--- src/rtl/rrpd_pkg.sv ---
// shared constants and types of the readback pointer decode block
package rrpd_pkg;

   // ****************************************
   // pointer byte fields
   // ****************************************
   localparam logic [3:0]  MODE_CFG      = 4'h0;
   localparam logic [3:0]  MODE_REGRD    = 4'h7;
   localparam logic [3:0]  SEL_NOP       = 4'h0;
   localparam logic [3:0]  SEL_SEQ       = 4'h2;
   localparam logic [3:0]  SEL_EXT_LO    = 4'h3;
   localparam logic [3:0]  SEL_EXT_HI    = 4'hD;

   // ****************************************
   // reset values and writable masks
   // ****************************************
   localparam logic [7:0]  PTR_RST       = 8'h70;
   localparam logic [15:0] NOP_RST       = 16'h0000;
   localparam logic [15:0] SEQ_RST       = 16'h0000;
   localparam logic [15:0] NOP_WMASK     = 16'h07FF;
   localparam logic [15:0] SEQ_WMASK     = 16'h00FF;

   // ****************************************
   // bus framing
   // ****************************************
   localparam logic [3:0]  BYTE_BITS     = 4'h8;
   localparam logic [6:0]  DEV_ADDR_DEF  = 7'h2A;
   localparam logic [1:0]  WIDX_PTR      = 2'h0;
   localparam logic [1:0]  WIDX_HI       = 2'h1;
   localparam logic [1:0]  WIDX_LO       = 2'h2;

   typedef enum logic [2:0] {
      ST_IDLE,
      ST_ADDR,
      ST_ACK,
      ST_WR,
      ST_RD,
      ST_RACK
   } rrpd_state_t;

endpackage : rrpd_pkg

--- src/rtl/rrpd_regbank.sv ---
// pointer register, control registers and registered readback mux
`timescale 1ns/10ps
module rrpd_regbank (
   input  wire logic        core_clk,
   input  wire logic        reset_n,
   input  wire logic        ptr_wr,
   input  wire logic [7:0]  ptr_byte,
   input  wire logic        data_wr,
   input  wire logic [15:0] wdata,
   input  wire logic [15:0] ext_rdata,
   output logic      [15:0] rd_word,
   output logic      [3:0]  readback_sel,
   output logic      [15:0] conv_chan_sel
);

   typedef struct packed {
      logic [7:0]  ptr;
      logic [15:0] no_operation_register;
      logic [15:0] seq;
      logic [15:0] rdata;
   } rrpd_bank_t;

   localparam rrpd_bank_t BANK_RST = '{ptr: rrpd_pkg::PTR_RST,
      no_operation_register: rrpd_pkg::NOP_RST, seq: rrpd_pkg::SEQ_RST, rdata: 16'h0000};

   rrpd_bank_t q;
   rrpd_bank_t d;
   logic       rb_mode;
   logic       cfg_mode;

   assign rb_mode  = (q.ptr[7:4] == rrpd_pkg::MODE_REGRD);
   assign cfg_mode = (q.ptr[7:4] == rrpd_pkg::MODE_CFG);

   always_comb begin
      d = q;
      if (ptr_wr) begin
         d.ptr = ptr_byte;                                   // RQ1
      end
      // register writes only land while the pointer is in config mode
      if (data_wr && cfg_mode) begin
         if (q.ptr[3:0] == rrpd_pkg::SEL_NOP) begin
            d.no_operation_register = wdata & rrpd_pkg::NOP_WMASK;             // RQ4 RQ5
         end else if (q.ptr[3:0] == rrpd_pkg::SEL_SEQ) begin
            d.seq = wdata & rrpd_pkg::SEQ_WMASK;             // RQ6
         end
      end
      // other pointer modes have no data path here and read as zero
      d.rdata = 16'h0000;
      if (rb_mode) begin
         if (q.ptr[3:0] == rrpd_pkg::SEL_NOP) begin
            d.rdata = q.no_operation_register;                                 // RQ2
         end else if (q.ptr[3:0] == rrpd_pkg::SEL_SEQ) begin
            d.rdata = q.seq;                                 // RQ2
         end else if (q.ptr[3:0] >= rrpd_pkg::SEL_EXT_LO &&
                      q.ptr[3:0] <= rrpd_pkg::SEL_EXT_HI) begin
            d.rdata = ext_rdata;                             // RQ2 RQ3
         end
      end
   end

   always_ff @(posedge core_clk) begin
      if (!reset_n) begin
         q <= BANK_RST;
      end else begin
         q <= d;
      end
   end

   assign rd_word       = q.rdata;
   assign readback_sel  = q.ptr[3:0];
   assign conv_chan_sel = q.seq;
endmodule : rrpd_regbank

--- src/rtl/rrpd_top.sv ---
// two-wire slave that decodes the pointer byte and returns readback words
//
// Functional notes
// RQ1: pointer upper nibble 7 selects control-register readback mode.
// RQ2: lower nibble picks register: 0 noop, 2 channel select, 3..7 others.
// RQ3: codes 8 to D return GPIO, power-down, open-drain, three-state regs.
// RQ4: noop is 16 bits, bits 10..0 read/write, no side effect, resets zero.
// RQ5: noop bits 15..11 are read-only and read zero.
// RQ6: 16-bit channel select register, resets zero, reserved bits read-only.
// RQ7: next read after a readback pointer returns 16 bits, high byte first.
`timescale 1ns/10ps
module rrpd_top #(
   parameter logic [6:0] DEV_ADDR = rrpd_pkg::DEV_ADDR_DEF
) (
   input  wire logic        core_clk,
   input  wire logic        reset_n,
   input  wire logic        scl_in,
   input  wire logic        sda_in,
   output logic             sda_out,
   output logic             sda_oe,
   input  wire logic [15:0] ext_rdata,
   output logic      [3:0]  readback_sel,
   output logic      [15:0] conv_chan_sel
);

   // ****************************************
   // elaboration checks
   // ****************************************
   if (DEV_ADDR < 7'h08 || DEV_ADDR > 7'h77) begin : g_bad_addr
      $error("device address lies in a reserved range");
   end

   // ****************************************
   // state
   // ****************************************
   typedef struct packed {
      logic [1:0]           scl_s;
      logic [1:0]           sda_s;
      logic                 scl_p;
      logic                 sda_p;
      rrpd_pkg::rrpd_state_t st;
      logic [3:0]           cnt;
      logic [7:0]           sh;
      logic                 rw;
      logic [1:0]           widx;
      logic                 rphase;
      logic                 nack;
      logic                 sda_oe;
      logic                 sda_out;
      logic                 ptr_wr;
      logic                 data_wr;
      logic [7:0]           hi;
      logic [15:0]          wdata;
   } rrpd_link_t;

   localparam rrpd_link_t LINK_RST = '{scl_s: 2'h3, sda_s: 2'h3,
      scl_p: 1'b1, sda_p: 1'b1, st: rrpd_pkg::ST_IDLE, default: '0};

   rrpd_link_t  q;
   rrpd_link_t  d;
   logic [15:0] rd_word;
   logic [7:0]  next_byte;
   logic        scl;
   logic        sda;
   logic        rise;
   logic        fall;
   logic        start;
   logic        stop;

   // only the second synchroniser stage feeds the edge detectors
   assign scl   = q.scl_s[1];
   assign sda   = q.sda_s[1];
   assign rise  = scl & ~q.scl_p;
   assign fall  = ~scl & q.scl_p;
   assign start = scl & q.scl_p & q.sda_p & ~sda;
   assign stop  = scl & q.scl_p & ~q.sda_p & sda;

   // high byte goes first after every start
   assign next_byte = q.rphase ? rd_word[7:0] : rd_word[15:8];   // RQ7

   always_comb begin
      d         = q;
      d.scl_s   = {q.scl_s[0], scl_in};
      d.sda_s   = {q.sda_s[0], sda_in};
      d.scl_p   = q.scl_s[1];
      d.sda_p   = q.sda_s[1];
      d.ptr_wr  = 1'b0;
      d.data_wr = 1'b0;
      d.sda_out = 1'b0;
      if (start) begin
         d.st     = rrpd_pkg::ST_ADDR;
         d.cnt    = 4'h0;
         d.sda_oe = 1'b0;
         d.widx   = rrpd_pkg::WIDX_PTR;
         d.rphase = 1'b0;
      end else if (stop) begin
         d.st     = rrpd_pkg::ST_IDLE;
         d.sda_oe = 1'b0;
      end else begin
         unique case (q.st)
            rrpd_pkg::ST_IDLE: begin
            end
            rrpd_pkg::ST_ADDR, rrpd_pkg::ST_WR: begin
               if (rise && q.cnt != rrpd_pkg::BYTE_BITS) begin
                  d.sh  = {q.sh[6:0], sda};
                  d.cnt = q.cnt + 4'h1;
               end else if (fall && q.cnt == rrpd_pkg::BYTE_BITS) begin
                  if (q.st == rrpd_pkg::ST_ADDR) begin
                     // a foreign address is left unanswered until a start
                     if (q.sh[7:1] == DEV_ADDR) begin
                        d.rw     = q.sh[0];
                        d.st     = rrpd_pkg::ST_ACK;
                        d.sda_oe = 1'b1;
                     end else begin
                        d.st = rrpd_pkg::ST_IDLE;
                     end
                  end else begin
                     d.st     = rrpd_pkg::ST_ACK;
                     d.sda_oe = 1'b1;
                     unique case (q.widx)
                        rrpd_pkg::WIDX_PTR: begin
                           d.ptr_wr = 1'b1;                  // RQ1
                           d.widx   = rrpd_pkg::WIDX_HI;
                        end
                        rrpd_pkg::WIDX_HI: begin
                           d.hi   = q.sh;
                           d.widx = rrpd_pkg::WIDX_LO;
                        end
                        default: begin
                           d.data_wr = 1'b1;
                           d.wdata   = {q.hi, q.sh};
                           d.widx    = rrpd_pkg::WIDX_HI;
                        end
                     endcase
                  end
               end
            end
            rrpd_pkg::ST_ACK: begin
               if (fall) begin
                  d.cnt = 4'h0;
                  if (q.rw) begin
                     d.st     = rrpd_pkg::ST_RD;             // RQ7
                     d.sh     = next_byte;
                     d.sda_oe = ~next_byte[7];
                     d.rphase = ~q.rphase;
                  end else begin
                     d.st     = rrpd_pkg::ST_WR;
                     d.sda_oe = 1'b0;
                  end
               end
            end
            rrpd_pkg::ST_RD: begin
               if (rise) begin
                  d.cnt = q.cnt + 4'h1;
               end else if (fall && q.cnt == rrpd_pkg::BYTE_BITS) begin
                  d.st     = rrpd_pkg::ST_RACK;
                  d.sda_oe = 1'b0;
               end else if (fall && q.cnt != 4'h0) begin
                  d.sh     = {q.sh[6:0], 1'b0};
                  d.sda_oe = ~q.sh[6];
               end
            end
            rrpd_pkg::ST_RACK: begin
               if (rise) begin
                  d.nack = sda;
               end else if (fall) begin
                  if (q.nack) begin
                     d.st = rrpd_pkg::ST_IDLE;
                  end else begin
                     d.st     = rrpd_pkg::ST_RD;             // RQ7
                     d.cnt    = 4'h0;
                     d.sh     = next_byte;
                     d.sda_oe = ~next_byte[7];
                     d.rphase = ~q.rphase;
                  end
               end
            end
            default: begin
               d.st = rrpd_pkg::ST_IDLE;
            end
         endcase
      end
   end

   always_ff @(posedge core_clk) begin
      if (!reset_n) begin
         q <= LINK_RST;
      end else begin
         q <= d;
      end
   end

   assign sda_oe  = q.sda_oe;
   assign sda_out = q.sda_out;

   // ****************************************
   // register bank
   // ****************************************
   rrpd_regbank u_bank (
      .core_clk      (core_clk),
      .reset_n       (reset_n),
      .ptr_wr        (q.ptr_wr),
      .ptr_byte      (q.sh),
      .data_wr       (q.data_wr),
      .wdata         (q.wdata),
      .ext_rdata     (ext_rdata),
      .rd_word       (rd_word),
      .readback_sel  (readback_sel),
      .conv_chan_sel (conv_chan_sel)
   );
endmodule : rrpd_top

--- config.mk ---
export PLATFORM = sky130hd
export DESIGN_NAME = rrpd_top
export DESIGN_NICKNAME = d
export VERILOG_FILES = /design/src/rtl/rrpd_pkg.sv /design/src/rtl/rrpd_regbank.sv /design/src/rtl/rrpd_top.sv
export SDC_FILE = /design/constraint.sdc
export NUM_CORES = 1
export LEC_CHECK = 0
export BUFFER_PORTS_ARGS = -buffer_cell sky130_fd_sc_hd__buf_2
export CAP_MARGIN = 40
export CORE_AREA = 2 2 86 88
export CTS_CLUSTER_DIAMETER = 50
export DETAILED_ROUTE_END_ITERATION = 8
export DIE_AREA = 0 0 88 90
export PLACE_DENSITY = 0.87
export SYNTH_ARGS = -nofsm -noshare
export SYNTH_HDL_FRONTEND = slang
export SYNTH_SLANG_ARGS = --single-unit
--- constraint.sdc ---
create_clock -name core_clk -period 3.1 [get_ports core_clk]
set_clock_uncertainty 0.1 [all_clocks]
set_input_delay 0 -clock core_clk [delete_from_list [all_inputs] [get_ports core_clk]]
set_output_delay 0 -clock core_clk [all_outputs]
set_load 0.01 [all_outputs]
==> impl_metrics.tcl, run 1 <==
set metrics [dict create \
    pin_count 42 \
    die_area_sq_mm 0.007920 \
    grt.total_usage_pct 24.28 \
    synth_cells 440 \
    hold_viol_final 0 \
    grt_overflow_total 0 \
    cp_common_cell "nor2b_1" \
    period_needed_ps 2504 \
    gp_congestion 0.8962 \
    slew_headroom_pct 47.93 \
    via_count 3324 \
    setup_viol 0 \
    ys_ff_latch 86 \
    synth_cell_type_count 55 \
    syn_area_per_cell_sq_um 9.313 \
    ys_async_sr_fraction_pct 0 \
    synth_top_cell_by_area "dfxtp_1" \
    grtUsageMet1_pct 31.88 \
    slowest_stage "and3_1" \
    die_w_microns 88 \
    power_mw 1.936 \
    slowest_delay_ps 660 \
    clock-sinks 86 \
    crit_type "reg2reg" \
    ys.flop_type "dfxtp_1" \
    grt_pass1_vias 3089 \
    status "complete, no violations" \
    use_met2_pct 38.07 \
    maxCapViolations 0 \
    tns_ps 0 \
    worst_setup_path_start_kind "flip-flop" \
    synth_enable_flop_cells 0 \
    endpoint_kind "flip-flop" \
    worst_hold_path_type "in2reg" \
    power.density_mw_per_mm2 428.3 \
    numCtsBuffers 9 \
    antenna_found_initial 0 \
    grt_pass1_wl_microns 14920 \
    yosys-top-cells-count "86 x dfxtp_1, 59 x mux2i_1, 45 x nor2b_1" \
    core_sq_mm 0.007020 \
    clk_pin_slew_ps 80 \
    drv_slew 0 \
    gr-usage-met3_pct 7.071 \
    final_nets 489 \
    rsz0062_at_grt "false" \
    cts_resized 0 \
    antenna_cells 0 \
    clk_latency_ps 360 \
    root_buffer "clkbuf_8" \
    cp.arrival_ps 2650 \
    synth_area_leaders "dfxtp_1 42%, mux2i_1 14%, nor2b_1 6.9%, buf_4 4.6%, a21oi_1 3.4%" \
    die_h_microns 90 \
    drc 0 \
    wl_microns 9349 \
    ant_nets 0 \
    final-seq-area_sq_mm 0.001722 \
    drt_pass1_iterations 5 \
    worstPathCellList "nor2b_1 -> and4_1 -> and3_1 -> mux2i_1 -> nor2b_1" \
    grt_max_degree 71 \
    hpwl_microns 6169 \
    port_buffers 32 \
    htree_levels 3 \
    critPathMaxFanout 12 \
    synth_top_area_share_pct 42.02 \
    busiest_layer "met2" \
    fillers 535 \
    postCtsSetupRepairBufs 0 \
    worstMarginPinSlew_ps 775.3 \
    ys.warnings.count 0 \
    initial_core_util_pct 58.37 \
    fin_hold_ws_ps 126.4 \
    fin_crit_sh_pct 80.77 \
    syn2layout_area_growth_pct 10.29 \
    drive_above_1_share_pct 12.08 \
    wire_per_inst_microns 16.37 \
    ys_seq_area_share_pct 42.02 \
    cts_hold_buffers 18 \
    multi_input_area_sq_mm 0.002110 \
    viasPerCell 5.821 \
    crit_required_ps 3250 \
    cts_buffer_depth 2 \
    synth_most_common_cell "dfxtp_1" \
    rows 31 \
    leakage_nw 1.682 \
    vdd_drop_max_mv 0.3358 \
    cts_tree "done" \
    fmax_mhz 399.4 \
    drtIter0Drc 258 \
    syn_area_sq_mm 0.004098 \
]
==> stage by stage <==
stage / cells / setup WS, ps / util [%] / instance area (sq um)
after global placement: 537 / 753.6 / 59.31 / 4164
after floorplan: 448 / 1139 / - / 4128
after global routing: 571 / 403.8 / 64.37 / 4519
after CTS: 571 / 679.8 / 64.37 / 4519
final: 571 / 596.2 / 64.37 / 4519
after detailed placement: 537 / 684.3 / 59.31 / 4164
==> cell usage in the layout (no fill, tap or decap), types with 3 or more instances in the layout <==
| cell | count |
|---|---|
| nand2b_1 | 13 |
| a22o_1 | 3 |
| a311oi_1 | 3 |
| conb_1 | 9 |
| nor3b_1 | 3 |
| and2_1 | 10 |
| nor2b_1 | 45 |
| nand2_1 | 37 |
| inv_1 | 5 |
| o311ai_0 | 3 |
| nand3_1 | 3 |
| a21oi_1 | 28 |
| buf_4 | 4 |
| nor3_1 | 3 |
| dfxtp_1 | 86 |
| nor2_1 | 19 |
| mux2i_1 | 59 |
| buf_2 | 32 |
| o21ai_0 | 13 |
| dlygate4sd3_1 | 18 |
| o221ai_1 | 8 |
| o211ai_1 | 9 |
| clkbuf_8 | 10 |
| a211oi_1 | 3 |
==> cell families after synthesis <==
kind of cell    synth area share, %
other cells                 0.09152
buf+inv                       7.237
simple gates                  21.10
flops                         42.02
compound gates                13.83
xor+xnor                     0.4276
fa+ha+maj                    0.6106
mux                           14.69
==> worst max-delay path, delay by kind of cell (launching register included) <==
family / cells / cell delay, ps
AND/OR/NAND/NOR: 4 / 1630
flip-flops: 1 / 390
multiplexers: 1 / 280
==> report_power, final <==
| group | switching, mW | leakage (nW) | internal (mW) | total [mW] |
|---|---|---|---|---|
| Combinational | 0.0536 | 0.902 | 0.0499 | 0.104 |
| Clock | 0.398 | 0.0857 | 0.313 | 0.711 |
| Sequential | 0.0122 | 0.694 | 1.11 | 1.12 |
==> flip-flops by register name (all words and copies together), names as in the netlist <==
name and count:
u_bank.q 15, q 38, u_bank.rd_word 16, u_bank.conv_chan_sel 8
sda_oe 1, d 4, u_bank.readback_sel 4
==> area by class of cell <==
class / instances / area share, %
multi-input cells: 311 / 46.68
flip-flops and latches: 86 / 38.10
repair buffers: 54 / 8.195
clock buffers: 11 / 3.128
well taps: 99 / 2.741
clock inverters: 5 / 0.7475
inverters: 5 / 0.4153
==> metal layers <==
layer  vias up  wire length (microns)
li1       1579                      -
met1      1554                   4047
met2       164                   4347
met3        27                    726
met4         0                    227
met5         -                      0
==> worst paths after layout <==
| kind | start | to | slack (ps) | cells after the start |
|---|---|---|---|---|
| worst min-delay path | reset_n | u_bank.q[52] | 130 | 3 |
| worst min register to register | d[53] | d[49] | 320 | 1 |
| worst max-delay path | q[49] | q[4] | 600 | 5 |
| worst max register to register | q[49] | q[4] | 600 | 5 |
Power figures use the tool's default switching activity.
==> run 2, diff against run 1 <==
--- a/config.mk
+++ b/config.mk
@@ -7,11 +7,11 @@
 export LEC_CHECK = 0
 export BUFFER_PORTS_ARGS = -buffer_cell sky130_fd_sc_hd__buf_2
 export CAP_MARGIN = 40
-export CORE_AREA = 2 2 86 88
+export CORE_AREA = 2 2 87 89
 export CTS_CLUSTER_DIAMETER = 50
 export DETAILED_ROUTE_END_ITERATION = 8
-export DIE_AREA = 0 0 88 90
-export PLACE_DENSITY = 0.87
+export DIE_AREA = 0 0 89 91
+export PLACE_DENSITY = 0.85
 export SYNTH_ARGS = -nofsm -noshare
 export SYNTH_HDL_FRONTEND = slang
 export SYNTH_SLANG_ARGS = --single-unit
==> constraint.sdc (replaced) <==
create_clock -name core_clk -period 2.5 [get_ports core_clk]
set_clock_uncertainty 0.1 [all_clocks]
set_input_delay 0 -clock core_clk [delete_from_list [all_inputs] [get_ports core_clk]]
set_output_delay 0 -clock core_clk [all_outputs]
set_load 0.01 [all_outputs]
==> run 2 against run 1 <==
Register-to-register slack got worse by 370 ps. Sequential power up 23%. Fmax grew 9.9%. Routed wire length grew 2.1%. Critical path depth did not move. Sequential share of layout area down 0.89 points. Utilization grew 0.46 points. Worst hold slack improved by 140 ps. Clock power rose by 53%. Power increased by 35%. Worst setup slack got worse by 370 ps. Critical endpoint is now q[41]. Highest routed layer unchanged.
==> impl_metrics.tcl, run 2 (synthesis results as in run 1) <==
set metrics [dict create \
    status "complete, no violations" \
    grt_overflow_total 0 \
    drt_pass1_iterations 7 \
    cts_resized 0 \
    clk_latency_ps 360 \
    cts_tree "done" \
    root_buffer "clkbuf_8" \
    grt_pass1_wl_microns 15640 \
    slew_headroom_pct 58.46 \
    worstMarginPinSlew_ps 622.2 \
    vdd_drop_max_mv 0.4290 \
    die_h_microns 91 \
    hold_viol_final 0 \
    leakage_nw 1.751 \
    drive_above_1_share_pct 13.36 \
    die_w_microns 89 \
    rows 31 \
    largest_reg_flops 38 \
    fmax_mhz 438.9 \
    crit_type "reg2reg" \
    final_cell_mix "86 x dfxtp_1, 59 x mux2i_1, 45 x nor2b_1" \
    core_sq_mm 0.007137 \
    die_area_sq_mm 0.008099 \
    gp_congestion 1.078 \
    grt_pass1_vias 3204 \
    worst_setup_path_start_kind "flip-flop" \
    hpwl_microns 6335 \
    wire_per_inst_microns 16.51 \
    pin_count 42 \
    syn2layout_area_growth_pct 12.92 \
    critPathMaxFanout 15 \
    antenna_found_initial 0 \
    drv_slew 0 \
    cp.arrival_ps 2450 \
    drtIter0Drc 383 \
    worst_hold_path_type "in2reg" \
    wl_microns 9545 \
    drc 0 \
    initial_core_util_pct 57.42 \
    slowest_stage "dfxtp_1" \
    clock-sinks 86 \
    numCtsBuffers 9 \
    ant_nets 0 \
    power.density_mw_per_mm2 565.1 \
    slowest_delay_ps 600 \
    layout_commonest_cell "dfxtp_1" \
    maxCapViolations 0 \
    cp_num_buf_inv 0 \
    cp_top_family "compound AO/OA/AOI/OAI gates" \
    largest-register "q" \
    period_needed_ps 2278 \
    endpoint_kind "flip-flop" \
    port_buffers 32 \
    tns_ps 0 \
    antenna_cells 0 \
    rsz0062_at_grt "false" \
    fin_crit_sh_pct 91.14 \
    viasPerCell 5.936 \
    worstPathCellList "or3b_1 -> a21oi_2 -> a311o_1 -> or3_1 -> o31ai_1" \
    grt.total_usage_pct 24.73 \
    setup_viol 0 \
    htree_levels 3 \
    cts_buffer_depth 2 \
    via_count 3431 \
    clk_pin_slew_ps 80 \
    final_nets 497 \
    grt_max_degree 70 \
    crit_required_ps 2670 \
    power_mw 2.614 \
]
-- run 2: cell types whose count changed in the layout (fill, tap and decap cells not counted) --
cell	delta
buf_4	+7
bufinv_16	+2
clkinv_4	+1
clkinv_2	-1
clkinvlp_4	-2
dlygate4sd3_1	+1
clkbuf_1	-1
-- run 2: power by group --
part           internal, mW  switching [mW]  total (mW)
clock                 0.588           0.498        1.09
sequential             1.37         0.00993        1.38
combinational        0.0667          0.0764       0.143
-- run 2: cell type report --
class	instances	area, sq um
clock buffers	10	137.6
clock inverters	5	82.58
fillers	571	2510
inverters	5	18.77
multi-input cells	311	2110
flip-flops and latches	86	1722
well taps	99	123.9
repair buffers	62	432.9
-- run 2: worst paths after layout --
kind / from / to / slack (ps) / cells after the start
max: q[47] / q[41] / 220 / 5
min: scl_in / d[53] / 260 / 3
max reg2reg: q[47] / q[41] / 220 / 5
min reg2reg: d[53] / d[49] / 330 / 1
-- run 2: layer usage --
layer  part of all wire [%]  global-route usage (%)  vias to the layer above  routed length, microns
li1                       -                       -                     1598                       -
met1                     42                   33.24                     1612                    4038
met2                     45                   37.19                      184                    4323
met3                    9.1                   4.818                       37                     865
met4                    3.3                   13.06                        0                     318
met5                      0                       0                        -                       0
-- run 2: what timing repair did --
| item | CTS | global route |
|---|---|---|
| hold endpoints to repair | 22 | 0 |
| hold buffers | 19 | 0 |
| setup buffers | 0 | 0 |
-- run 2: through the flow --
stage          std cells  setup slack (ps)  area, sq um  utilization [%]  hold WS (ps)
5_1_grt              578             105.8         4627            64.83         273.9
3_3_place_gp         544             422.6         4217            59.08         84.79
6_report             578             221.5         4627            64.83         263.0
4_1_cts              578             291.7         4627            64.83         267.0
3_5_place_dp         544             331.2         4217            59.08         94.11
2_1_floorplan        448             539.2         4128                -         1.471
-- run 2: worst register-to-register path, cell delays in order (launching register included) --
cell and delay [ps]:
dfxtp_1 600, or3b_1 310, a21oi_2 130, a311o_1 400, or3_1 420, o31ai_1 230
==> run 3, diff against run 2 <==
==> config.mk (replaced) <==
export PLATFORM = sky130hd
export DESIGN_NAME = rrpd_top
export DESIGN_NICKNAME = d
export VERILOG_FILES = /design/src/rtl/rrpd_pkg.sv /design/src/rtl/rrpd_regbank.sv /design/src/rtl/rrpd_top.sv
export SDC_FILE = /design/constraint.sdc
export NUM_CORES = 1
export LEC_CHECK = 0
export CAP_MARGIN = 40
export CORE_AREA = 2 2 86 88
export CTS_CLUSTER_DIAMETER = 50
export DETAILED_ROUTE_END_ITERATION = 8
export DIE_AREA = 0 0 88 90
export DONT_BUFFER_PORTS = 1
export PLACE_DENSITY = 0.81
export SYNTH_ARGS = -nofsm -noshare
export SYNTH_HDL_FRONTEND = slang
export SYNTH_SLANG_ARGS = --single-unit
==> run 3 against run 2 <==
Fmax hardly changed. Global-route usage fell by 0.81 points. Clock power down 15%. Combinational power down 12%. Via count decreased by 6.0%. Worst setup slack got worse by 1.0 ps. Critical path depth stayed put. Sequential cell count unchanged. Non-clock buffer count is 28 lower. Worst hold slack worse by 160 ps.
==> impl_metrics.tcl, run 3 (synthesis results as in run 1) <==
set metrics [dict create \
    via_count 3225 \
    htree_levels 3 \
    crit_required_ps 2670 \
    final_cell_mix "86 x dfxtp_1, 59 x mux2i_1, 45 x nor2b_1" \
    clock_power_share_pct 37.9 \
    drt_pass1_iterations 7 \
    rsz0062_at_grt "false" \
    drc 0 \
    critPathMaxFanout 15 \
    hpwl_microns 6170 \
    drv_slew 0 \
    wl_microns 9029 \
    rr_worst_depth 5 \
    rows 31 \
    status "complete, no violations" \
    grt_pass1_wl_microns 14940 \
    ant_nets 0 \
    worst_setup_path_start_kind "flip-flop" \
    pin_count 42 \
    endpoint_kind "flip-flop" \
    period_needed_ps 2280 \
    p_sw_mw 0.6231 \
    fin_crit_sh_pct 91.18 \
    worstMarginPinSlew_ps 667.5 \
    cp.arrival_ps 2450 \
    worstPathCellList "or3b_1 -> a21oi_2 -> a311o_1 -> or3_1 -> o31ai_1" \
    rr_endpoint "q[41]" \
    clk_latency_ps 370 \
    die_h_microns 90 \
    viasPerCell 5.853 \
    cts_tree "done" \
    layout_commonest_cell "dfxtp_1" \
    slew_headroom_pct 55.44 \
    syn2layout_area_growth_pct 9.252 \
    largest-register "q" \
    grt_max_degree 71 \
    postCtsSetupRepairBufs 0 \
    final_nets 469 \
    leakage_nw 1.601 \
    die_area_sq_mm 0.007920 \
    grt.total_usage_pct 23.92 \
    cts_resized 0 \
    busiest_layer "met2" \
    crit_start "q[47]" \
    cts_buffer_depth 2 \
    antenna_cells 0 \
    largest_reg_flops 38 \
    r2r_start "q[47]" \
    reg2reg_slack_ps 220 \
    crit_type "reg2reg" \
    whs_endpoint "u_bank.rd_word[7]" \
    swShare_pct 25.57 \
    antenna_found_initial 0 \
    port_buffers 0 \
    gp_congestion 0.9775 \
    maxCapViolations 0 \
    slowest_stage "dfxtp_1" \
    p_int_mw 1.814 \
    hp-start "reset_n" \
    hold_depth 5 \
    initial_core_util_pct 58.37 \
    setup_viol 0 \
    worst_hold_path_type "in2reg" \
    fillers 560 \
    grt_overflow_total 0 \
    dp.cells 514 \
    wire_per_inst_microns 16.39 \
    power_frac_comb_pct 5.2 \
    gr-usage-met3_pct 7.622 \
    p_seq_share_pct 56.9 \
    clock-sinks 86 \
    die_w_microns 88 \
    root_buffer "clkbuf_8" \
    use_met2_pct 35.67 \
    core_sq_mm 0.007020 \
    drtIter0Drc 344 \
    cp_top_family "compound AO/OA/AOI/OAI gates" \
    stdcell_count 551 \
    clk_pin_slew_ps 100 \
    fmax_mhz 438.7 \
    cp_num_buf_inv 0 \
    grtUsageMet1_pct 33.24 \
    power.density_mw_per_mm2 544.3 \
    vdd_drop_max_mv 0.3591 \
    drive_above_1_share_pct 7.965 \
    grt_pass1_vias 3026 \
    slowest_delay_ps 650 \
    tns_ps 0 \
    numCtsBuffers 9 \
    hold_viol_final 0 \
]
[run 3: changes by cell type in the layout (fill, tap and decap cells not counted), sizes merged]
cell         delta
clkinvlp        +2
inv             +3
clkinv          -1
buf            -29
dlygate4sd3     +1
bufinv          -2
clkbuf          -1
[run 3: repair_timing]
action | 4_1_cts | 5_1_grt
setup endpoints to repair | 0 | 0
hold buffers | 21 | 0
endpoints found under the hold margin | 86 | 0
[run 3: worst reg2reg max path: cells and delay by family (launching register included)]
kind,cells,cell delay (ps)
flops,1,650
simple gates,2,700
compound gates,3,740
[run 3: per-stage QoR]
step	setup slack, ps	total power [mW]	util, %	hold slack [ps]	instance area [sq um]
after floorplan	539.2	1.505	-	1.471	4128
after global placement	369.5	1.500	57.99	-31.36	4071
after detailed placement	293.2	1.501	57.99	-29.18	4071
after CTS	272.9	2.452	63.77	81.21	4477
after global routing	91.54	2.528	63.77	80.19	4477
final	220.5	2.437	63.77	105.4	4477
[run 3: area by class of cell]
| type | instances | area (sq um) | share of cell area (%) |
|---|---|---|---|
| clock inverter | 7 | 61.31 | 1.369 |
| clock buffer | 9 | 123.9 | 2.767 |
| sequential | 86 | 1722 | 38.46 |
| timing repair buffer | 34 | 317.8 | 7.099 |
| inverter | 5 | 18.77 | 0.4192 |
| multi-input combinational | 311 | 2110 | 47.12 |
| tap | 99 | 123.9 | 2.767 |
[run 3: worst max-delay path by stage]
stage                  to  slack (ps)  depth (start not counted)
floorplan           q[16]         540                          8
global placement    q[42]         370                          5
detailed placement  q[35]         290                          5
CTS                 q[38]         270                          5
global route        q[41]          90                          5
finish              q[41]         220                          5
[run 3: power by group through the flow]
stage	Sequential, mW	Combinational, mW	Clock, mW
final	1.39	0.126	0.923
after global routing	1.39	0.139	1.00
after CTS	1.39	0.125	0.941
after detailed placement	1.42	0.0815	0
after global placement	1.42	0.0819	0
after floorplan	1.41	0.0942	0
[run 3: per-layer routing]
metal	routed length (microns)	part of all wire (%)
met3	666	7.4
met4	78	0.86
met5	0	0
met2	4262	47
met1	4021	45
